**config.mk**
```make
export PLATFORM = sky130hd
export DESIGN_NAME = ars_reference_regs
export DESIGN_NICKNAME = d
export VERILOG_FILES = /design/src/ars_pkg.sv /design/src/ars_offset_store.sv /design/src/ars_reference_regs.sv
export SDC_FILE = /design/constraint.sdc
export NUM_CORES = 1
export LEC_CHECK = 0
export ABC_AREA = 1
export BUFFER_PORTS_ARGS = -buffer_cell sky130_fd_sc_hd__buf_2
export CORE_MARGIN = 1
export CORE_UTILIZATION = 42
export CTS_CLUSTER_SIZE = 20
export DETAILED_ROUTE_END_ITERATION = 8
export HOLD_SLACK_MARGIN = 0.12
export PLACE_DENSITY = 0.76
export SETUP_SLACK_MARGIN = 0.5
export SLEW_MARGIN = 5
export SYNTH_ARGS = -nofsm -noshare
export SYNTH_HDL_FRONTEND = slang
export SYNTH_HIERARCHICAL = 1
export SYNTH_SLANG_ARGS = --single-unit
```
**constraint.sdc**
```tcl
create_clock -name mclk -period 0.8 [get_ports mclk]
set_clock_uncertainty 0.1 [all_clocks]
set_input_delay 0.04 -clock mclk [delete_from_list [all_inputs] [get_ports mclk]]
set_output_delay 0.04 -clock mclk [all_outputs]
set_load 0.005 [all_outputs]
```
**src/ars_pkg.sv**
```systemverilog
/*
 * constants for the converter reference select and temperature offset
 * register block: page/address decode, field positions, reset values.
 * assumes an 8051-style special-function register bus with page select.
 */
package ars_pkg;
	localparam logic [3:0] PAGE_CTRL = 4'h0;
	localparam logic [3:0] PAGE_OFFSET = 4'hf;
	localparam logic [7:0] ADDR_REFERENCE_CONTROL = 8'hd1;
	localparam logic [7:0] ADDR_TEMP_OFFSET_LOW = 8'h85;
	localparam logic [7:0] ADDR_TEMP_OFFSET_HIGH = 8'h86;
	localparam logic [7:0] REFERENCE_CONTROL_RESET = 8'h18;
	localparam logic [7:0] REFERENCE_CONTROL_WMASK = 8'h3d;
	localparam int BIT_ANALOG_GROUND_SELECT = 5;
	localparam int BIT_REF_SELECT_HI = 4;
	localparam int BIT_REF_SELECT_LO = 3;
	localparam int BIT_TEMP_SENSOR_ENABLE = 2;
	localparam int BIT_PRECISION_REF_OE = 0;
	localparam int OFFSET_WIDTH = 10;
	localparam logic [9:0] TEMP_OFFSET_DEFAULT = 10'h000;

	typedef enum logic [1:0] {
		ARS_REF_EXT_PIN = 2'h0,
		ARS_REF_SUPPLY = 2'h1,
		ARS_REF_DIGITAL = 2'h2,
		ARS_REF_HIGH_SPEED = 2'h3
	} ars_ref_e;
endpackage

```
**src/ars_offset_store.sv**
```systemverilog
/*
 * read-only store for the factory temperature offset word.
 * assumes the trim value arrives on a static input from fuse logic;
 * it is captured one clock after reset release and then held.
 */
`timescale 1ns/10ps
module ars_offset_store (
	input wire logic mclk,
	input wire logic rst_b,
	input wire logic [9:0] trim_value,
	output logic [9:0] offset_value
);
	typedef struct packed {
		logic loaded;
		logic [9:0] value;
	} ars_store_s;

	ars_store_s state_reg;
	ars_store_s state_next;

	// capture once after reset; processor writes never reach this store
	always_comb begin
		state_next = state_reg;
		if (!state_reg.loaded) begin
			state_next.loaded = 1'b1;
			state_next.value = trim_value;
		end
	end

	// async reset loads constants only; trim is caught on a clock edge
	always_ff @(posedge mclk or negedge rst_b) begin
		if (!rst_b) begin
			state_reg <= '{loaded: 1'b0,
				value: ars_pkg::TEMP_OFFSET_DEFAULT};
		end else begin
			state_reg <= state_next;
		end
	end

	assign offset_value = state_reg.value;
endmodule

```
**src/ars_reference_regs.sv**
```systemverilog
/*
 * reference control and temperature offset registers of the converter.
 * holds the reference control register and two read-only offset bytes,
 * drives the reference and ground multiplexer selects.
 * assumes a synchronous special-function bus on mclk with page select,
 * and converter status signals from logic on the same clock.
 */
// What this block does
// - offset bits 9:2 read as high byte
// - offset bits 1:0 in low byte 7:6
// - offset bytes at 0x86/0x85 on page 0xF
// - control register at 0xD1 on page 0x0
// - bit 5 selects analog ground pin
// - bits 4:3 select voltage reference source
// - high-speed reference enabled only when converter busy
// - bit 2 enables temperature sensor
// - bit 0 enables precision reference onto pin
// - unused control bits read zero, ignore writes
// - ground select applies in tracking and conversion
// - temperature sensor sampling forces chip ground
// - high-speed reference forces chip ground in conversion
// - offset holds factory sensor measurement result
`timescale 1ns/10ps
module ars_reference_regs (
	input wire logic mclk,
	input wire logic rst_b,
	input wire logic [3:0] sfr_page,
	input wire logic [7:0] sfr_addr,
	input wire logic sfr_wr,
	input wire logic sfr_rd,
	input wire logic [7:0] sfr_wdata,
	output logic [7:0] sfr_rdata,
	output logic sfr_hit,
	input wire logic [9:0] trim_value,
	input wire logic converter_active,
	input wire logic converter_tracking,
	input wire logic converter_converting,
	input wire logic temp_sensor_channel,
	output logic [1:0] reference_select,
	output logic high_speed_ref_enable,
	output logic precision_ref_output_enable,
	output logic temp_sensor_enable,
	output logic use_analog_ground_pin,
	output logic [9:0] temp_offset_value
);
	typedef struct packed {
		logic [7:0] ctrl;
		logic [7:0] rdata;
		logic hs_enable;
		logic analog_ground_pin_use;
	} ars_regs_s;

	ars_regs_s state_reg;
	ars_regs_s state_next;
	logic [9:0] offset_word;
	logic sel_ctrl;
	logic sel_low;
	logic sel_high;
	logic hs_selected;
	logic analog_ground_pin_wanted;

	// offset word is fixed after reset; kept apart so no bus path exists
	ars_offset_store u_offset (
		.mclk(mclk),
		.rst_b(rst_b),
		.trim_value(trim_value),
		.offset_value(offset_word)
	);

	// page qualified address decode
	assign sel_ctrl = (sfr_page == ars_pkg::PAGE_CTRL) &&
		(sfr_addr == ars_pkg::ADDR_REFERENCE_CONTROL);
	assign sel_low = (sfr_page == ars_pkg::PAGE_OFFSET) &&
		(sfr_addr == ars_pkg::ADDR_TEMP_OFFSET_LOW);
	assign sel_high = (sfr_page == ars_pkg::PAGE_OFFSET) &&
		(sfr_addr == ars_pkg::ADDR_TEMP_OFFSET_HIGH);
	assign sfr_hit = sel_ctrl || sel_low || sel_high;

	assign hs_selected = state_reg.ctrl[ars_pkg::BIT_REF_SELECT_HI:
		ars_pkg::BIT_REF_SELECT_LO] == ars_pkg::ARS_REF_HIGH_SPEED;

	// ground mux: pin only if no internal-ground override applies
	always_comb begin
		analog_ground_pin_wanted = state_reg.ctrl[ars_pkg::BIT_ANALOG_GROUND_SELECT];
		if (!(converter_tracking || converter_converting)) begin
			analog_ground_pin_wanted = analog_ground_pin_wanted;
		end
		if (converter_tracking && temp_sensor_channel) begin
			analog_ground_pin_wanted = 1'b0;
		end
		if (converter_converting && hs_selected) begin
			analog_ground_pin_wanted = 1'b0;
		end
	end

	// register updates and registered read data
	always_comb begin
		state_next = state_reg;
		if (sfr_wr && sel_ctrl) begin
			// unused bits masked so they stay zero
			state_next.ctrl = sfr_wdata &
				ars_pkg::REFERENCE_CONTROL_WMASK;
		end
		// writes to offset bytes have no target at all
		if (sfr_wr && (sel_low || sel_high)) begin
			state_next.ctrl = state_reg.ctrl;
		end
		state_next.rdata = 8'h00;
		if (sfr_rd && sel_ctrl) begin
			state_next.rdata = state_reg.ctrl;
		end else if (sfr_rd && sel_high) begin
			state_next.rdata = offset_word[9:2];
		end else if (sfr_rd && sel_low) begin
			state_next.rdata = {offset_word[1:0], 6'h00};
		end
		// on-demand high-speed reference, no software step
		state_next.hs_enable = hs_selected && converter_active;
		state_next.analog_ground_pin_use = analog_ground_pin_wanted;
	end

	always_ff @(posedge mclk or negedge rst_b) begin
		if (!rst_b) begin
			state_reg <= '{ctrl: ars_pkg::REFERENCE_CONTROL_RESET,
				rdata: 8'h00, hs_enable: 1'b0, analog_ground_pin_use: 1'b0};
		end else begin
			state_reg <= state_next;
		end
	end

	// analog control outputs from the register fields and the registered high-speed and ground state
	assign reference_select = state_reg.ctrl[ars_pkg::BIT_REF_SELECT_HI:
		ars_pkg::BIT_REF_SELECT_LO];
	assign temp_sensor_enable =
		state_reg.ctrl[ars_pkg::BIT_TEMP_SENSOR_ENABLE];
	assign precision_ref_output_enable =
		state_reg.ctrl[ars_pkg::BIT_PRECISION_REF_OE];
	assign high_speed_ref_enable = state_reg.hs_enable;
	assign use_analog_ground_pin = state_reg.analog_ground_pin_use;
	assign sfr_rdata = state_reg.rdata;
	assign temp_offset_value = offset_word;
endmodule

```
Yosys cells after proc, flatten, opt, wreduce, memory -nomap -nowiden:

Cells that the tools add are included.

* eq/ne operators: 5
* muxes and demuxes: 5
* bitwise logic cells: 1
* reductions and logical operators: 16

Operators by type and width (count)
* equality test 8 bit (second input constant): 3
* two-way mux 8 bit: 3
* logical AND 1 bit: 11
* equality test 4 bit (second input constant): 1
* zero test 4 bit: 1
* logical OR 1 bit: 3
* equality test 2 bit (second input constant): 1
* two-way mux 1 bit: 2
* AND reduction 2 bit: 1
* NOT 1 bit: 1

* register bits: 26
* input bits: 38
* output and inout port bits: 25
* logic and storage cells: 33

Logic depth before layout (Yosys ltp):

Gate-level depths: netlist (run 1).

* depth after elaboration: 6
* depth in mapped cells: 8
* depth with buffers taken out: 8

Cells and area by module:

The synthesis (run 1) kept the hierarchy.

Modules (own cells, without submodules)
* ars_reference_regs: times used 1, cells an instance 120, area an instance 924.6 um^2, seq. area each 377.9 um^2
* ars_offset_store: times used 1, cells an instance 54, area an instance 481.7 um^2, seq. area each 275.3 um^2

Worst setup path after synthesis (run 1):

Ideal clock, no wire load.

* kind: reg-to-reg
* from: register state_reg (netlist bit reference_select[0])
* to: register state_reg (netlist bit use_analog_ground_pin)
* library setup time: 0.120 ns
* data arrival time: 0.680 ns
* data required time: 0.580 ns
* slack: -0.101 ns
* cell stages (with the launch flop): 4
* path buffers: 0
* period minus slack after synthesis: 0.901 ns
* cell sequence: dfstp_2 > nand3_1 > nand2_1 > a21oi_1

* cells in the longest elaborated chain, start to end: 3

RTL lines
* start: declaration: line ars_reference_regs.sv:53 `ars_regs_s state_reg;`
* start signal: assignment: line ars_reference_regs.sv:123 `state_reg <= '{ctrl: ars_pkg::REFERENCE_CONTROL_RESET,`
* start signal: assignment: line ars_reference_regs.sv:126 `state_reg <= state_next;`
* equality test 2 bit: line ars_reference_regs.sv:80 `ars_pkg::BIT_REF_SELECT_LO] == ars_pkg::ARS_REF_HIGH_SPEED;`
* logical AND 1 bit: line ars_reference_regs.sv:91 `if (converter_converting && hs_selected) begin`
* two-way mux 1 bit: line ars_reference_regs.sv:91
* named net analog_ground_pin_wanted: line ars_reference_regs.sv:60 `logic analog_ground_pin_wanted;`

The timed path passes the listed nets, and every way through them passes these cells.
A chain may end at the register's enable or synchronous reset.

Final worst setup path (run 1):

* from: register state_reg (netlist bit reference_select[0])
* to: output reference_select[0]

RTL lines
* end: declaration: line ars_reference_regs.sv:39 `output logic [1:0] reference_select,`

No word-level cell between the ends.

==> run_results.csv, run 1 <==
group,metric,value,unit
setup_path,critPathLaunch,"reference_select[0]",
setup_path,cp.required,0.66,ns
power_and_ir_drop,seqPwrFrac,52.7,%
setup_path,crit_chain,"buf_2",
power_and_ir_drop,cell_internal_pwr,1968,uW
power_and_ir_drop,power-per-cell-area,1254,nW/um2
setup_path,r2r-start,"reference_select[1]",
timing,rsz0062_at_grt,"yes",
power_and_ir_drop,p_sw_share,26.19,%
setup_path,cp-end-kind,"primary output",
synth,netlist_instances,174,
finish,nets,281,
global_route,overflow,0,
finish,largest_reg_flops,10,
timing,period_minus_slack,1.114,ns
detailed_routing,via_per_inst,4.434,
power_and_ir_drop,total_power,2666,uW
clock_network,tritoncts,"yes",
place,place.gp.congestion,0.7648,
clock_network,htree_levels,1,
status,outcome,"finished with violations",
clock_network,cts-root-buf,"clkbuf_4",
clock_network,clk_latency,0.31,ns
timing,fin_setup_tns,-7.846,ns
setup_path,start_kind,"flop",
global_route,grt_use_total,19.28,%
clock_network,cts.clk_slew.worst_paths,0.12,ns
setup_path,crit_buf_inv,1,
timing,final_max_slew_viol_count,0,
detailed_routing,first_iter_violations,17,
power_and_ir_drop,peakVddDrop,1.069,mV
finish,fillers,253,
clock_network,tritoncts.num_buffers,3,
synth,synthesis.area,1406,um2
setup_path,max_stage_delay,0.56,ns
power_and_ir_drop,comb_power_share,23.7,%
synth,ys_seq_area_share,46.44,%
finish,n_antenna_cell,0,
setup_path,crit_type,"reg -> out",
global_route,grt_pass1_wl,5078,um
synth,ys_ff_latch,26,
global_route,antenna_found_initial,0,
global_route,grt_pass1_vias,1160,
floorplan,die_w,59.87,um
synth,syn-num-nets,212,
clock_network,cts.sinks,26,
power_and_ir_drop,pwr-share-clk,23.6,%
timing,finalWorstSetupSlack,-0.3144,ns
timing,hold_viol,43,
detailed_routing,routedWlPerCell,11.54,um
timing,fmax,897.4,MHz
detailed_routing,drt_pass1_iterations,4,
detailed_routing,wirelength,3301,um
synth,synth_area_leader_cell,"dfrtp_1",
floorplan,dieArea,3584,um2
setup_path,cp_max_fo,2,
place,hpwl,2175,um
timing,hold-worst-slack,-0.5096,ns
floorplan,initial_core_util,45.32,%
synth,syn_avg_cell_area,8.082,um2
floorplan,ios,63,
timing,setup_viol,49,
setup_path,cp_top_family,"flip-flops",
finish,final_cell_mix,"nand2_1 (54), buf_2 (52), nand2_2 (24), dfrtp_1 (23), buf_6 (22)",
min_path,hold_path.class,"in -> async",
floorplan,die_height,59.87,um
clock_network,cts.path.max_buffers,2,
synth,synth_top_cells_by_area,"dfrtp_1 (43%), nand2_1 (22%), buf_4 (11%)",
setup_path,arrival,0.97,ns
synth,ys_types,20,
detailed_routing,vias,1268,
setup_path,crit_path_top_delay_cell,"dfstp_2",
floorplan,coreArea,3103,um2
detailed_routing,ant_nets,0,
finish,layout_commonest_cell,"nand2_1",
flow_run,maxCapViolations,0,
status,violations,"hold timing, setup timing",
synth,synth_top_area_share,42.70,%
place,port_buffers,59,
floorplan,num_rows,20,
detailed_routing,drc,0,
power_and_ir_drop,power_leakage,0.001223,uW
global_route,grt_max_degree,15,
finish,area.growth.synth_to_final,51.16,%
synth,yosysWarningCount,6,
power_and_ir_drop,p_sw,698.2,uW
timing,min_period_over_period,139.3,%
finish,drive_above_1_share,64.05,%
setup_path,ff2ff_path_depth,4,
setup_path,path_depth,1,
-- power by group through the flow --
stage / Clock [uW] / Sequential, uW / Combinational [uW]
after floorplan: 0 / 1420 / 279
after global placement: 0 / 1430 / 394
after detailed placement: 0 / 1430 / 402
after CTS: 655 / 1400 / 563
after global routing: 697 / 1410 / 685
final: 630 / 1410 / 631
-- Yosys cell counts --
library cell / instances
nand3_1: 3
buf_4: 20
inv_2: 5
dfrtp_1: 24
nor2_1: 2
nand2_2: 4
inv_1: 16
nand4_4: 1
nand3_2: 1
nor3_1: 1
nand3_4: 1
dfstp_2: 2
buf_6: 1
nor2_2: 2
a21oi_1: 1
nor2_8: 1
nor2_4: 5
and3_1: 1
conb_1: 1
nand2_1: 82
-- routing by layer --
layer	vias to the layer above	global-route usage, %	routed length [um]
met3	6	4.113	107
li1	633	-	-
met2	37	33.17	1787
met5	-	0	0
met4	0	7.309	63
met1	592	23.55	1342
-- per-stage QoR --
step	std cells	util (%)	worst slack (ns)	cell area [um2]	hold WS, ns
final	286	68.51	-0.3144	2126	-0.5096
after global routing	286	68.51	-0.3509	2126	-0.5103
after CTS	283	64.96	-0.3197	2016	-0.5115
after detailed placement	262	55.12	-0.2785	1710	-0.1536
after global placement	262	55.12	-0.2695	1710	-0.1571
after floorplan	174	-	-0.1006	1544	-0.3556
-- path summary, 6_finish.rpt --
kind / to / slack, ns
max: reference_select[0] / -0.31
min reg2reg: state_reg[15] / 0.43
max reg2reg: use_analog_ground_pin / -0.23
min in group mclk: use_analog_ground_pin / -0.23
max in group asynchronous: sfr_rdata[4] / 0.71
min: u_offset/offset_value[5] / -0.51
-- cell type report --
class / instances / area, um2 / area share (%)
timing repair buffer: 84 / 590.6 / 27.78
clock buffer: 4 / 36.28 / 1.707
timing repair inverter: 1 / 7.507 / 0.3531
sequential: 26 / 654.4 / 30.78
multi-input combinational: 106 / 664.4 / 31.25
tap: 44 / 55.05 / 2.590
inverter: 21 / 117.6 / 5.533
-- cells by family (layout without fill, tap and decap cells) --
logic type      count (synthesis)  after routing  synth area share [%]
compound gates                  1              1                0.3555
buf+inv                        42            110                 17.08
flops                          26             26                 46.44
other cells                     1              1                0.2666
simple gates                  104            104                 35.85
-- repair_timing --
action                                 in CTS  in global routing
endpoints found under the hold margin      50                 44
pin swaps                                  20                 15
cloned                                      1                  0
buffers inserted                           16                  3
gates resized for setup                    43                 29
setup endpoints to repair                  50                 50
Power figures use the tool's default switching activity.
==> inputs of run 2 (changes only) <==
--- a/config.mk
+++ b/config.mk
@@ -9,6 +9,7 @@
 export BUFFER_PORTS_ARGS = -buffer_cell sky130_fd_sc_hd__buf_2
 export CORE_MARGIN = 1
 export CORE_UTILIZATION = 42
+export CTS_BUF_LIST = sky130_fd_sc_hd__clkbuf_4 sky130_fd_sc_hd__clkbuf_8 sky130_fd_sc_hd__clkbuf_16
 export CTS_CLUSTER_SIZE = 20
 export DETAILED_ROUTE_END_ITERATION = 8
 export HOLD_SLACK_MARGIN = 0.12
==> constraint.sdc (replaced) <==
create_clock -name mclk -period 0.8 [get_ports mclk]
set_clock_uncertainty 0.1 [all_clocks]
set_input_delay 0.04 -clock mclk [delete_from_list [all_inputs] [get_ports mclk]]
set_output_delay 0.04 -clock mclk [all_outputs]
set_load 0.05 [all_outputs]
==> run 2 against run 1 <==
Against the previous run: the flow still finishes with violations (hold timing, setup timing); final area increased by 12%; hold slack got worse by 0.022 ns; setup slack got worse by 0.088 ns; power increased by 11%; non-clock buffer count increased by 5; combinational power increased by 39%; via count increased by 9.9%; cell count increased by 1.7%; clock power increased by 4.9%; largest cell class is now non-clock buffers; largest power group unchanged; highest routed layer unchanged.
==> run_results.csv, run 2 (synthesis gave the netlist of run 1 again) <==
group,metric,value,unit
detailed_routing,ant_nets,0,
detailed_routing,wirelength,4199,um
timing,rsz0062_at_grt,"yes",
finish,nets,286,
setup_path,cp_max_fo,2,
timing,min_period_over_period,150.3,%
clock_network,clk_latency,0.32,ns
timing,finalWorstSetupSlack,-0.4022,ns
global_route,grt_use_total,21.93,%
setup_path,cp.required,0.66,ns
timing,hold_viol,43,
setup_path,arrival,1.06,ns
setup_path,crit_chain,"buf_8",
place,dpl.cell_count,262,
global_route,antenna_found_initial,0,
global_route,grt_pass1_vias,1226,
clock_network,cts-root-buf,"clkbuf_4",
detailed_routing,routedWlPerCell,14.43,um
clock_network,tritoncts,"yes",
finish,fin_area,2379,um2
timing,final_max_slew_viol_count,0,
place,place_area,1727,um2
finish,largest_reg_flops,10,
finish,area.growth.synth_to_final,69.13,%
flow_run,maxCapViolations,0,
detailed_routing,drt_pass1_iterations,4,
finish,instances_no_fill,291,
place,place.gp.congestion,0.8338,
detailed_routing,drc,0,
finish,final_cell_mix,"nand2_1 (52), buf_6 (45), buf_2 (28), nand2_2 (23), dfrtp_1 (20)",
global_route,grt_max_degree,15,
setup_path,max_stage_delay,0.59,ns
place,hpwl,2204,um
timing,setup_viol,49,
timing,period_minus_slack,1.202,ns
status,violations,"hold timing, setup timing",
detailed_routing,first_iter_violations,48,
floorplan,coreArea,3103,um2
setup_path,cp-end-kind,"primary output",
timing,fmax,831.8,MHz
min_path,hold_path.class,"in -> async",
floorplan,dieArea,3584,um2
detailed_routing,vias,1393,
power_and_ir_drop,power_leakage,0.001298,uW
setup_path,cp_top_family,"flip-flops",
power_and_ir_drop,peakVddDrop,1.482,mV
status,outcome,"finished with violations",
global_route,overflow,0,
setup_path,crit_path_top_delay_cell,"dfstp_2",
timing,hold-worst-slack,-0.5317,ns
clock_network,cts.sinks,26,
global_route,grt_pass1_wl,5609,um
setup_path,crit_buf_inv,1,
finish,drive_above_1_share,66.80,%
floorplan,die_w,59.87,um
floorplan,die_height,59.87,um
finish,layout_commonest_cell,"nand2_1",
setup_path,crit_type,"reg -> out",
clock_network,tritoncts.num_buffers,3,
power_and_ir_drop,total_power,2953,uW
power_and_ir_drop,power-per-cell-area,1241,nW/um2
timing,fin_setup_tns,-10.58,ns
setup_path,start_kind,"flop",
clock_network,cts.clk_slew.worst_paths,0.13,ns
floorplan,ios,63,
clock_network,cts.path.max_buffers,2,
floorplan,num_rows,20,
place,port_buffers,59,
detailed_routing,via_per_inst,4.787,
floorplan,initial_core_util,45.32,%
finish,n_antenna_cell,0,
clock_network,htree_levels,1,
-- run 2: changes by cell type in the layout (fill, tap and decap cells not counted), sizes merged --
cell / delta
clkbuf: +1
buf: +4
-- run 2: layout make-up --
type,instances,area (um2)
tap,44,55.05
clock buffer,4,36.28
sequential,26,658.1
inverter,21,120.1
timing repair inverter,1,7.507
timing repair buffer,89,809.5
multi-input combinational,106,691.9
fill,214,724.4
-- run 2: worst paths after layout --
kind / end / cells after the start / from / slack (ns)
min in group mclk: use_analog_ground_pin / 2 / converter_tracking / -0.24
min reg2reg: sfr_rdata[5] / 2 / state_reg[15] / 0.47
max in group asynchronous: sfr_rdata[1] / 2 / rst_b / 0.76
min: precision_ref_output_enable / 1 / rst_b / -0.53
max reg2reg: sfr_rdata[4] / 5 / reference_select[1] / -0.34
max: reference_select[0] / 1 / reference_select[0] / -0.40
-- run 2: what timing repair did --
item | in CTS | in global routing
pin swaps | 21 | 12
gates resized for setup | 94 | 40
gates cloned | 1 | 0
hold endpoints to repair | 44 | 44
endpoints found under the setup margin | 50 | 50
buffers inserted | 19 | 5
-- run 2: metal layers --
metal,share of wire [%],vias up,track usage (%)
met5,0,-,0
met4,2.7,0,5.980
met3,5.3,18,4.762
met2,54,71,41.27
met1,38,662,24.59
li1,-,642,-
-- run 2: per-stage QoR --
step / utilization, % / hold WS [ns] / worst slack [ns]
CTS: 71.41 / -0.5231 / -0.3704
finish: 76.65 / -0.5317 / -0.4022
global route: 76.65 / -0.5433 / -0.4342
global placement: 55.65 / -0.1702 / -0.2915
detailed placement: 55.65 / -0.1713 / -0.3022
floorplan: - / -0.3556 / -0.1015
-- run 2: power by group --
part / internal (uW) / switching [uW] / total [uW]
Combinational: 377 / 498 / 875
Sequential: 1360 / 52.3 / 1420
Clock: 279 / 383 / 661
Total: 2020 / 932 / 2950
==> inputs of run 3 (changes only) <==
==> constraint.sdc (replaced) <==
create_clock -name mclk -period 0.8 [get_ports mclk]
set_clock_uncertainty 0.1 [all_clocks]
set_input_delay 0.08 -clock mclk [delete_from_list [all_inputs] [get_ports mclk]]
set_output_delay 0.08 -clock mclk [all_outputs]
set_load 0.05 [all_outputs]
==> run 3 against run 2 <==
Against the previous run: the run still ends with hold timing, setup timing left; combinational power increased by 13%; setup slack got worse by 0.056 ns; power increased by 14%; final area increased by 5.6%; die area unchanged; global-route usage increased by 4.2 points; clock-buffer cell count decreased by 1; cell count increased by 1.7%; sequential power about the same; clock power increased by 43%; via count increased by 6.2%; critical path type unchanged.
==> run_results.csv, run 3 (synthesis gave the netlist of run 1 again) <==
group,metric,value,unit
setup_path,start_kind,"flop",
place,dpl.cell_count,263,
global_route,grt_use_total,26.15,%
setup_path,cp_max_fo,2,
setup_path,crit_path_top_delay_cell,"dfstp_2",
floorplan,ios,63,
detailed_routing,via_per_inst,4.997,
detailed_routing,ant_nets,0,
power_and_ir_drop,total_power,3354,uW
clock_network,cts.sinks,26,
clock_network,tritoncts.num_buffers,3,
power_and_ir_drop,power-per-cell-area,1336,nW/um2
finish,fillers,194,
status,violations,"hold timing, setup timing",
floorplan,die_w,59.87,um
clock_network,cts.path.max_buffers,2,
place,port_buffers,59,
floorplan,num_rows,20,
setup_path,cp-end-kind,"primary output",
setup_path,cp_top_family,"flip-flops",
global_route,use_met2,49.21,%
setup_path,max_stage_delay,0.59,ns
timing,period_minus_slack,1.259,ns
global_route,antenna_found_initial,0,
global_route,met3_usage,3.896,%
timing,finalWorstSetupSlack,-0.4586,ns
power_and_ir_drop,power_leakage,0.001364,uW
clock_network,tritoncts,"yes",
clock_network,htree_levels,1,
setup_path,crit_buf_inv,1,
global_route,grt_max_degree,27,
finish,final_core_util,80.93,%
setup_path,crit_type,"reg -> out",
timing,hold-worst-slack,-0.4570,ns
detailed_routing,vias,1479,
setup_path,arrival,1.08,ns
global_route,top_usage_layer,"met2",
finish,n_antenna_cell,0,
detailed_routing,routedWlPerCell,17.32,um
power_and_ir_drop,peakVddDrop,1.403,mV
clock_network,cts-root-buf,"clkbuf_4",
place,hpwl,2166,um
global_route,grt_pass1_vias,1391,
clock_network,cts.clk_slew.worst_paths,0.16,ns
timing,rsz0062_at_grt,"yes",
timing,setup_viol,50,
finish,largest_reg_flops,10,
setup_path,cp.required,0.62,ns
status,outcome,"finished with violations",
timing,hold_viol,43,
finish,layout_commonest_cell,"buf_6",
detailed_routing,first_iter_violations,63,
setup_path,crit_chain,"buf_8",
floorplan,initial_core_util,45.32,%
place,place.gp.congestion,0.9027,
floorplan,coreArea,3103,um2
min_path,hold_path.class,"in -> async",
clock_network,clk_latency,0.33,ns
timing,min_period_over_period,157.3,%
global_route,overflow,0,
global_route,grt_pass1_wl,6727,um
finish,nets,291,
detailed_routing,drc,0,
timing,fmax,794.5,MHz
detailed_routing,wirelength,5128,um
finish,area.growth.synth_to_final,78.56,%
global_route,use_met1,29.83,%
flow_run,maxCapViolations,0,
floorplan,dieArea,3584,um2
timing,final_max_slew_viol_count,0,
floorplan,die_height,59.87,um
finish,drive_above_1_share,70.24,%
detailed_routing,drt_pass1_iterations,4,
finish,final_cell_mix,"buf_6 (51), nand2_1 (47), nand2_2 (25), buf_2 (24), dfrtp_1 (20)",
finish,instances_no_fill,296,
[run 3: changes by cell type in the layout (fill, tap and decap cells not counted), sizes merged]
cell      previous run  this run
clkinv               0         3
clkbuf               5         3
clkinvlp             1         0
bufinv               0         1
inv                 21        19
buf                 88        94
[run 3: path summary, 6_finish.rpt]
path                                     start  cells after the start                        to  slack, ns
max in group asynchronous                rst_b                      2       reference_select[1]       0.83
min reg2reg                      state_reg[15]                      2             state_reg[15]       0.47
min in group mclk          temp_sensor_channel                      2     use_analog_ground_pin      -0.23
min                                      rst_b                      2  u_offset/offset_value[4]      -0.46
max                        reference_select[1]                      1       reference_select[1]      -0.46
max reg2reg                reference_select[1]                      5       reference_select[1]      -0.36
[run 3: cell type report]
cell class | count | area (um2) | share of cell area [%]
repair buffers | 94 | 892.1 | 35.53
multi-input cells | 106 | 720.7 | 28.70
flip-flops and latches | 26 | 658.1 | 26.21
inverters | 21 | 127.6 | 5.082
well taps | 44 | 55.05 | 2.192
clock inverters | 1 | 30.03 | 1.196
clock buffers | 3 | 22.52 | 0.8969
repair inverters | 1 | 5.005 | 0.1993
[run 3: what timing repair did]
action / CTS / global route
endpoints found under the setup margin: 50 / 50
pin swaps: 17 / 16
buffers inserted: 19 / 9
resized for setup: 113 / 45
gates cloned: 0 / 1
hold endpoints to repair: 44 / 44
[run 3: where the power goes]
group | internal (uW) | switching (uW)
combinational | 440 | 546
sequential | 1370 | 57.6
clock | 507 | 438
total | 2310 | 1040
[run 3: routing by layer]
layer  part of all wire, %  up-vias  routed length, um
met5                     0        -                  0
met4                   6.1        0                315
met3                   6.0       29                308
met2                    53       89               2712
met1                    35      710               1791
li1                      -      651                  -
[run 3: stage by stage]
stage / TNS (ns) / instance area (um2) / worst slack, ns
2_1_floorplan: -1.360 / 1548 / -0.1015
3_3_place_gp: -5.131 / 1734 / -0.3421
3_5_place_dp: -5.552 / 1734 / -0.3534
4_1_cts: -9.933 / 2307 / -0.4578
5_1_grt: -14.37 / 2511 / -0.4743
6_report: -12.96 / 2511 / -0.4586
